[src/mvf_pkg.sv]
package mvf_pkg;
    // opcode patterns
    localparam logic [7:0] OP_GEN_MASK = 8'he8;
    localparam logic [7:0] OP_GEN_VAL  = 8'h80;
    localparam logic [7:0] OP_IMM8     = 8'h06;
    localparam logic [7:0] OP_IMM16    = 8'h07;
    localparam logic [7:0] OP_SBI_MASK = 8'hf8;
    localparam logic [7:0] OP_SBI_VAL  = 8'h50;
    localparam logic [7:0] OP_FRM_MASK = 8'he0;
    localparam logic [7:0] OP_FRM_VAL  = 8'h80;
    // field positions and frame pointer register
    localparam int DIR_BIT  = 4;
    localparam int SIZE_BIT = 3;
    localparam logic [2:0] FP_REG = 3'h6;
    // values after reset
    localparam logic [15:0] RST_WORD = 16'h0000;
    localparam logic        RST_BIT  = 1'b0;
    localparam logic        RST_RDY  = 1'b1;

    typedef enum logic [1:0] {EA_REG, EA_MEM, EA_IMM8, EA_IMM16} mvf_ea_mode_t;

    typedef struct packed {
        logic         has_ea;
        mvf_ea_mode_t ea_mode;
        logic         ea_word;
        logic [2:0]   ea_reg;
        logic [15:0]  ea_addr;
        logic [15:0]  ea_imm;
        logic [7:0]   op;
        logic [7:0]   ext0;
        logic [7:0]   ext1;
    } mvf_ins_t;

    typedef struct packed {
        logic        req;
        logic        we;
        logic        word;
        logic [15:0] addr;
        logic [15:0] wdata;
    } mvf_mem_t;

    function automatic logic [15:0] mvf_sext8(input logic [7:0] b);
        return {{8{b[7]}}, b};
    endfunction

    // {n, z} of a value at its size
    function automatic logic [1:0] mvf_nz(input logic [15:0] v, input logic w);
        return w ? {v[15], v == 16'h0000} : {v[7], v[7:0] == 8'h00};
    endfunction

    function automatic logic mvf_is_sbi(input mvf_ins_t i);
        return !i.has_ea && ((i.op & OP_SBI_MASK) == OP_SBI_VAL);
    endfunction

    function automatic logic mvf_is_gen(input mvf_ins_t i);
        return i.has_ea && ((i.op & OP_GEN_MASK) == OP_GEN_VAL);
    endfunction
endpackage

[src/mvf_move_unit.sv]
`timescale 1ns/1ps
module mvf_move_unit
    import mvf_pkg::*;
(
    // clock and reset
    input  wire logic        core_clk,
    input  wire logic        rst_b,
    // instruction from fetch path
    input  wire logic        ins_valid,
    input  wire mvf_ins_t    ins,
    output logic             ins_ready,
    // memory access unit
    output mvf_mem_t         mem,
    input  wire logic        mem_ack,
    input  wire logic [15:0] mem_rdata,
    // carry written by other instructions
    input  wire logic        c_wr,
    input  wire logic        c_in,
    // flags
    output logic             flag_n,
    output logic             flag_z,
    output logic             flag_v,
    output logic             flag_c,
    // completion
    output logic             done,
    output logic             illegal,
    output logic [15:0]      mv_data,
    output logic             mv_word,
    // register observation
    input  wire logic [2:0]  dbg_sel,
    output logic [15:0]      dbg_data
);
    typedef enum logic [2:0] {S_IDLE, S_EXEC, S_RD, S_WR, S_WB} mvf_state_t;

    mvf_state_t  st;
    mvf_state_t  next_st;
    mvf_ins_t    q;
    logic [15:0] regs [8];
    logic [15:0] val;
    logic        word;
    logic [15:0] next_val;
    logic [15:0] next_addr;
    logic        next_word;
    logic        next_we;
    logic        next_bad;

    // decode of captured instruction; in_sbi decodes the offered one
    wire         acc      = ins_valid && ins_ready;
    wire         q_gen    = mvf_is_gen(q);
    wire         q_store  = q.op[DIR_BIT];
    wire         q_gimm   = q.has_ea && (q.op == OP_IMM8 || q.op == OP_IMM16);
    wire         q_frm    = !q.has_ea && ((q.op & OP_FRM_MASK) == OP_FRM_VAL);
    wire         q_mem    = q.ea_mode == EA_MEM;
    wire [2:0]   q_rn     = q.op[2:0];
    wire [15:0]  rn_val   = regs[q_rn];
    wire [15:0]  ea_val   = regs[q.ea_reg];
    wire [15:0]  fp_addr  = regs[FP_REG] + mvf_sext8(q.ext0);
    wire [15:0]  gimm_val = (q.op == OP_IMM16) ? {q.ext0, q.ext1} : mvf_sext8(q.ext0);
    wire [15:0]  ea_src   = (q.ea_mode == EA_REG)  ? ea_val :
                            (q.ea_mode == EA_IMM8) ? mvf_sext8(q.ea_imm[7:0]) : q.ea_imm;
    wire         wr_end   = (st == S_WR) && mem_ack;
    wire         fin      = (st == S_WB) || wr_end;
    wire [1:0]   nz       = mvf_nz(val, word);
    wire         in_sbi   = mvf_is_sbi(ins);

    // execution step
    always_comb begin
        next_st   = st;
        next_val  = val;
        next_addr = mem.addr;
        next_word = word;
        next_we   = mem.we;
        next_bad  = 1'b0;
        case (st)
            S_IDLE: begin
                if (acc) begin
                    next_st   = in_sbi ? S_WB : S_EXEC;
                    next_val  = {8'h00, ins.ext0};
                    next_word = 1'b0;
                end
            end
            S_EXEC: begin
                next_word = q_frm ? q.op[SIZE_BIT] : q.ea_word;
                next_addr = q_frm ? fp_addr : q.ea_addr;
                if (q_gen && !q_store) begin
                    next_st  = q_mem ? S_RD : S_WB;
                    next_val = ea_src;
                    next_we  = 1'b0;
                end else if (q_gen) begin
                    next_st  = q_mem ? S_WR : S_IDLE;
                    next_bad = !q_mem;
                    next_val = rn_val;
                    next_we  = 1'b1;
                end else if (q_gimm) begin
                    next_st  = q_mem ? S_WR : S_IDLE;
                    next_bad = !q_mem;
                    next_val = gimm_val;
                    next_we  = 1'b1;
                end else if (q_frm) begin
                    next_st  = q_store ? S_WR : S_RD;
                    next_val = rn_val;
                    next_we  = q_store;
                end else begin
                    next_st  = S_IDLE;
                    next_bad = 1'b1;
                end
            end
            S_RD: begin
                if (mem_ack) begin
                    next_st  = S_WB;
                    next_val = word ? mem_rdata : {8'h00, mem_rdata[7:0]};
                end
            end
            S_WR: begin
                if (mem_ack) begin
                    next_st = S_IDLE;
                end
            end
            S_WB: begin
                next_st = S_IDLE;
            end
            default: begin
                next_st = S_IDLE;
            end
        endcase
    end

    // state and datapath registers
    always_ff @(posedge core_clk) begin
        if (!rst_b) begin
            st        <= S_IDLE;
            q         <= '0;
            val       <= RST_WORD;
            word      <= RST_BIT;
            ins_ready <= RST_RDY;
            illegal   <= RST_BIT;
        end else begin
            st        <= next_st;
            val       <= next_val;
            word      <= next_word;
            ins_ready <= next_st == S_IDLE;
            illegal   <= next_bad;
            if (acc) begin
                q <= ins;
            end
        end
    end

    // memory request held until acknowledged
    always_ff @(posedge core_clk) begin
        if (!rst_b) begin
            mem <= '0;
        end else begin
            mem.addr  <= next_addr;
            mem.we    <= next_we;
            mem.word  <= next_word;
            mem.wdata <= next_val;
            if (st == S_EXEC) begin
                mem.req <= next_st == S_RD || next_st == S_WR;
            end else if (mem_ack) begin
                mem.req <= 1'b0;
            end
        end
    end

    // register file
    always_ff @(posedge core_clk) begin
        if (!rst_b) begin
            for (int i = 0; i < 8; i++) begin
                regs[i] <= RST_WORD;
            end
            dbg_data <= RST_WORD;
        end else begin
            dbg_data <= regs[dbg_sel];
            if (st == S_WB) begin
                if (word) begin
                    regs[q_rn] <= val;
                end else begin
                    regs[q_rn][7:0] <= val[7:0];
                end
            end
        end
    end

    // flags and completion
    always_ff @(posedge core_clk) begin
        if (!rst_b) begin
            flag_n  <= RST_BIT;
            flag_z  <= RST_BIT;
            flag_v  <= RST_BIT;
            flag_c  <= RST_BIT;
            done    <= RST_BIT;
            mv_data <= RST_WORD;
            mv_word <= RST_BIT;
        end else begin
            done <= fin;
            if (fin) begin
                flag_n  <= nz[1];
                flag_z  <= nz[0];
                flag_v  <= 1'b0;
                mv_data <= val;
                mv_word <= word;
            end
            if (c_wr) begin
                flag_c <= c_in;
            end
        end
    end

    property p_nflag;
        @(posedge core_clk) disable iff (!rst_b)
        done |-> flag_n == (mv_word ? mv_data[15] : mv_data[7]);
    endproperty
    a_nflag: assert property (p_nflag) else $error("negative flag wrong");

    property p_zflag;
        @(posedge core_clk) disable iff (!rst_b)
        done |-> flag_z == (mv_word ? mv_data == 16'h0000 : mv_data[7:0] == 8'h00);
    endproperty
    a_zflag: assert property (p_zflag) else $error("zero flag wrong");

    property p_vflag;
        @(posedge core_clk) disable iff (!rst_b)
        done |-> !flag_v;
    endproperty
    a_vflag: assert property (p_vflag) else $error("overflow not cleared");

    property p_cflag;
        @(posedge core_clk) disable iff (!rst_b)
        (done && !$past(c_wr)) |-> flag_c == $past(flag_c);
    endproperty
    a_cflag: assert property (p_cflag) else $error("carry changed by move");

    property p_sbi_time;
        @(posedge core_clk) disable iff (!rst_b)
        (acc && in_sbi) |=> ##1 done && mv_data[7:0] == $past(ins.ext0, 2);
    endproperty
    a_sbi_time: assert property (p_sbi_time) else $error("short immediate late");

    property p_gload_time;
        @(posedge core_clk) disable iff (!rst_b)
        (acc && mvf_is_gen(ins) && !ins.op[DIR_BIT] && ins.ea_mode != EA_MEM)
            |=> !done ##1 !done ##1 done;
    endproperty
    a_gload_time: assert property (p_gload_time) else $error("general load timing");

    property p_store_ea;
        @(posedge core_clk) disable iff (!rst_b)
        (acc && mvf_is_gen(ins) && ins.op[DIR_BIT] && ins.ea_mode != EA_MEM)
            |=> ##1 illegal && !mem.req;
    endproperty
    a_store_ea: assert property (p_store_ea) else $error("store to non-memory taken");

    property p_sext;
        @(posedge core_clk) disable iff (!rst_b)
        (st == S_EXEC && q_gimm && q_mem && q.op == OP_IMM8 && q.ea_word)
            |=> mem.req && mem.we && mem.wdata == mvf_sext8(q.ext0);
    endproperty
    a_sext: assert property (p_sext) else $error("immediate not extended");

    property p_frame_addr;
        @(posedge core_clk) disable iff (!rst_b)
        (st == S_EXEC && q_frm)
            |=> mem.req && mem.addr == $past(fp_addr) && mem.we == q.op[DIR_BIT];
    endproperty
    a_frame_addr: assert property (p_frame_addr) else $error("frame address wrong");

    property p_store_data;
        @(posedge core_clk) disable iff (!rst_b)
        (st == S_EXEC && q_gen && q_store && q_mem)
            |=> mem.we && mem.wdata == $past(rn_val) && mem.addr == q.ea_addr;
    endproperty
    a_store_data: assert property (p_store_data) else $error("store data wrong");

    property p_illegal_quiet;
        @(posedge core_clk) disable iff (!rst_b)
        illegal |-> !done && !mem.req && flag_z == $past(flag_z) && flag_n == $past(flag_n);
    endproperty
    a_illegal_quiet: assert property (p_illegal_quiet) else $error("refused move acted");

    property p_load_dir;
        @(posedge core_clk) disable iff (!rst_b)
        (st == S_EXEC && q_gen && !q_store)
            |=> !mem.we && mem.req == q_mem;
    endproperty
    a_load_dir: assert property (p_load_dir) else $error("load direction wrong");
endmodule

[config.mk]
export PLATFORM = sky130hd
export DESIGN_NAME = mvf_move_unit
export DESIGN_NICKNAME = d
export VERILOG_FILES = /design/src/mvf_pkg.sv /design/src/mvf_move_unit.sv
export SDC_FILE = /design/constraint.sdc
export NUM_CORES = 1
export LEC_CHECK = 0
export BUFFER_PORTS_ARGS = -buffer_cell sky130_fd_sc_hd__buf_2
export CAP_MARGIN = 25
export CORE_MARGIN = 8
export CORE_UTILIZATION = 40
export DETAILED_ROUTE_END_ITERATION = 12
export HOLD_SLACK_MARGIN = 0.03
export SYNTH_ARGS = -nofsm -noshare
export SYNTH_HDL_FRONTEND = slang
export SYNTH_SLANG_ARGS = --single-unit
[constraint.sdc]
create_clock -name core_clk -period 2.3 [get_ports core_clk]
set_clock_uncertainty 0.2 [all_clocks]
set_input_delay 0.115 -clock core_clk [delete_from_list [all_inputs] [get_ports core_clk]]
set_output_delay 0.115 -clock core_clk [all_outputs]
set_load 0.005 [all_outputs]
==> out/results.ini <==
[status]
outcome = finished, violations left
violations = setup timing

[pwr]
p_sw_mw = 3.348
p_comb_frac = 0.157
ir_worst_vdd_mv = 0.5895
p_leak_nw = 7.578
clock_power_share = 0.406
internal_power_mw = 9.399
seqPwrFrac = 0.437
switching_share = 0.2626
power.density_nw_per_um2 = 674.8

[grt]
grt-ovfl-total = 0
grt_pass1_vias = 12220
grt_max_degree = 64
antenna_found_initial = 0
grt_usage = 0.2244
grt_pass1_wl_um = 73480

[cells_and_area]
n_fill_cell = 3147
multi_input_area_sq_um = 7366
antennaDiodeCount = 0
drive_above_1_share = 0.2988
seq_area_sq_um = 6782
layout.nets = 1770
synthToLayoutAreaGrowth_pct = 30.96

[floorplanning]
die_x_um = 205.9
dieArea_sq_um = 42390
die_h_um = 205.9
rows = 69
initial_core_util = 0.4056
pin_count = 163
coreArea_sq_um = 35570

[worst_setup_path]
reg2reg_from = regs[6][12]$_SDFFCE_PN0P_
startpoint = regs[6][12]$_SDFFCE_PN0P_
critPathArrivalTime_ns = 2.57
worstSetupEndpointType = register
rrSetupSlack_ns = -0.04
crit_chain = ha_1 > buf_4 > nor2b_1 > nor3_1 > a31oi_4 > xnor2_1 > o22ai_1
cp_num_buf_inv = 1
cpMaxStageDelayCell = edfxtp_1
crit_fanout = 5
critPathMaxStageDelay_ns = 0.56
crit_type = register to register
cpLargestDelayFamily = flip-flops
worstPathRequired_ns = 2.53
critPathLaunchType = register

[clocking]
cts.reportedPaths.clkPinSlew_ns = 0.06
cts_tree = done
cts_max_path_buffers = 3
numCtsBuffers = 31
worstSkewPairLatency_ns = 0.57
ctsHtreeMaxLevel = 1
cts.sinks = 274
cts_root_buffer = clkbuf_16

[timing]
layout_setup_ws_ns = -0.04263
setup_tns_ns = -0.04263
rsz0062_at_grt = true
worstMarginPinSlew_ns = 0.6595
final_hold_viol_count = 0
finalCritPeriodShare = 1.019
drv_slew = 0
final-setup-viol-count = 1
period_needed_ns = 2.343
fmax_mhz = 426.9
hold_ws_ns = 0.1370
slew_headroom = 0.5589

[routing]
vias = 12310
viasPerCell = 5.721
drc = 0
routed_wirelength_um = 49160
wl_per_cell_um = 22.86
drt_iter0_drc = 998
ant_nets = 0
drt_first_pass_iters = 5

[synthesis]
synth_area_sq_um = 14430
synth_ff_type = dfxtp_1
synth_cell_type_count = 63
synthesis.nets = 1467
synth-seq-area-share = 0.4691
ys_ff_latch = 274
postSynthCellCount = 1363
synth_area_leader_cell = edfxtp_1
synth_area_leaders = edfxtp_1 (27%), dfxtp_1 (20%), mux4_2 (15%)
synth-edff-count = 128
synth_top_area_share = 0.2665
synth_warnings = 0
syn_area_per_cell_sq_um = 10.58
synthArstFlopShare = 0

[placed_design]
place.gp.congestion = 0.9632
hpwl_um = 34110
port_buffers = 161

[job]
drv_cap = 0

[min_path]
hp-start = ins[55]
hold_class = input port to register

worst paths after layout:
check,to,cells after the start
setup reg to reg,mem[30]$_SDFFE_PN0P_,7
hold / removal,q[55]$_SDFFE_PN0P_,4
setup / recovery,mem[30]$_SDFFE_PN0P_,7
hold reg to reg,mv_data[12]$_SDFFE_PN0P_,2
state kept, by name (all words and copies together), names as in the netlist, named ones only:
signal / cells
illegal: 1
regs: 128
ins_ready: 1
st: 3
done: 1
q: 63
mv_word: 1
flag_n: 1
dbg_data: 16
flag_c: 1
mem: 35
mv_data: 16
flag_z: 1
power groups by stage:
stage	Clock, mW	Combinational (mW)	Sequential [mW]
2_1_floorplan	0	1.06	5.55
3_3_place_gp	0	1.76	5.65
3_5_place_dp	0	1.77	5.66
4_1_cts	5.25	1.91	5.56
5_1_grt	5.45	2.14	5.59
6_report	5.18	2.00	5.57
cells in the mapped netlist, types with 5 or more instances:
| cell type | number |
|---|---|
| and3_1 | 70 |
| dfxtp_1 | 146 |
| nor3_1 | 15 |
| nand2_1 | 217 |
| o21ai_1 | 15 |
| o211ai_1 | 5 |
| o22ai_1 | 9 |
| edfxtp_1 | 128 |
| mux2i_1 | 59 |
| xnor2_1 | 6 |
| nor4_1 | 9 |
| nor2b_1 | 15 |
| nor2_1 | 74 |
| a211oi_1 | 14 |
| inv_1 | 8 |
| a21oi_1 | 135 |
| mux4_2 | 96 |
| a221o_1 | 14 |
| a31oi_1 | 8 |
| ha_1 | 15 |
| and2_1 | 67 |
| buf_1 | 7 |
| clkbuf_1 | 89 |
| buf_2 | 21 |
| a221oi_1 | 7 |
| nand3_1 | 9 |
| nand2b_1 | 9 |
| o21ai_0 | 41 |
stage by stage:
stage                     area (sq um)  total power, mW  utilization  instances  setup WS (ns)
after floorplan                  14430            6.607            -       1363        0.04625
after global placement           16510            7.409       0.4641       1987        0.04549
after detailed placement         16510            7.430       0.4641       1987       -0.01719
after CTS                        18610            12.72       0.5233       2144        0.01190
after global routing             18890            13.19       0.5311       2151        -0.1348
final                            18890            12.75       0.5311       2151       -0.04263
what timing repair did:
item,in CTS,in global routing
hold buffers,100,0
endpoints found under the setup margin,6,42
setup buffers,0,6
pin swaps,0,16
gates cloned,0,1
gates resized for setup,5,50
endpoints found under the hold margin,115,0
placed cells by master, fill, tap and decap left out, types with 5 or more instances in the layout:
| cell | netlist | routed |
|---|---|---|
| nand2_1 | 217 | 215 |
| buf_2 | 21 | 161 |
| dfxtp_1 | 146 | 136 |
| a21oi_1 | 135 | 130 |
| edfxtp_1 | 128 | 128 |
| buf_4 | 3 | 107 |
| dlygate4sd3_1 | 0 | 100 |
| mux4_2 | 96 | 96 |
| nor2_1 | 74 | 71 |
| and3_1 | 70 | 69 |
| and2_1 | 67 | 66 |
| mux2i_1 | 59 | 55 |
| o21ai_0 | 41 | 38 |
| clkbuf_16 | 0 | 37 |
| buf_12 | 0 | 20 |
| o21ai_1 | 15 | 17 |
| nor2b_1 | 15 | 14 |
| nor3_1 | 15 | 14 |
| a211oi_1 | 14 | 13 |
| a221o_1 | 14 | 13 |
| ha_1 | 15 | 11 |
| nand2b_1 | 9 | 9 |
| nand3_1 | 9 | 9 |
| o22ai_1 | 9 | 9 |
| dfxtp_2 | 0 | 9 |
| clkinv_2 | 0 | 7 |
| inv_1 | 8 | 6 |
| xnor2_1 | 6 | 6 |
| a31oi_1 | 8 | 6 |
| a221oi_1 | 7 | 6 |
| clkbuf_8 | 0 | 6 |
| a21oi_2 | 1 | 5 |
| o211ai_1 | 5 | 5 |
| nor4_2 | 1 | 5 |
worst reg2reg max path, delay by kind of cell (launching register included):
kind | cells | cell delay, ns
xor gates and xnor gates | 1 | 0.20
adders and majority gates | 1 | 0.41
AOI/OAI and AO/OA | 2 | 0.25
DFF | 1 | 0.56
and+or+nand+nor | 2 | 0.40
buffers and inverters | 1 | 0.17
layout make-up:
class	count	share of cell area
Tap cell	461	0.03053
Clock buffer	46	0.05292
Timing Repair Buffer	390	0.1613
Sequential cell	274	0.3590
Clock inverter	11	0.004636
Inverter	8	0.001722
Multi-Input combinational cell	961	0.3899
kinds of logic after synthesis:
logic type	after synthesis	share of synthesized area
multiplexers	156	0.1916
AND/OR/NAND/NOR	512	0.1739
other	1	0.0002600
buffers and inverters	128	0.03591
AO/OA/AOI/OAI	268	0.1100
XOR/XNOR	8	0.004858
adder cells (fa/ha/maj)	16	0.01440
flip-flops	274	0.4691
routing by layer:
layer | GRT usage | wire length [um]
met5 | 0 | 0
met4 | 0.07605 | 1486
met3 | 0.06254 | 4666
met2 | 0.3581 | 22810
met1 | 0.2912 | 20200
No activity file was read; power rests on OpenSTA's default activity.
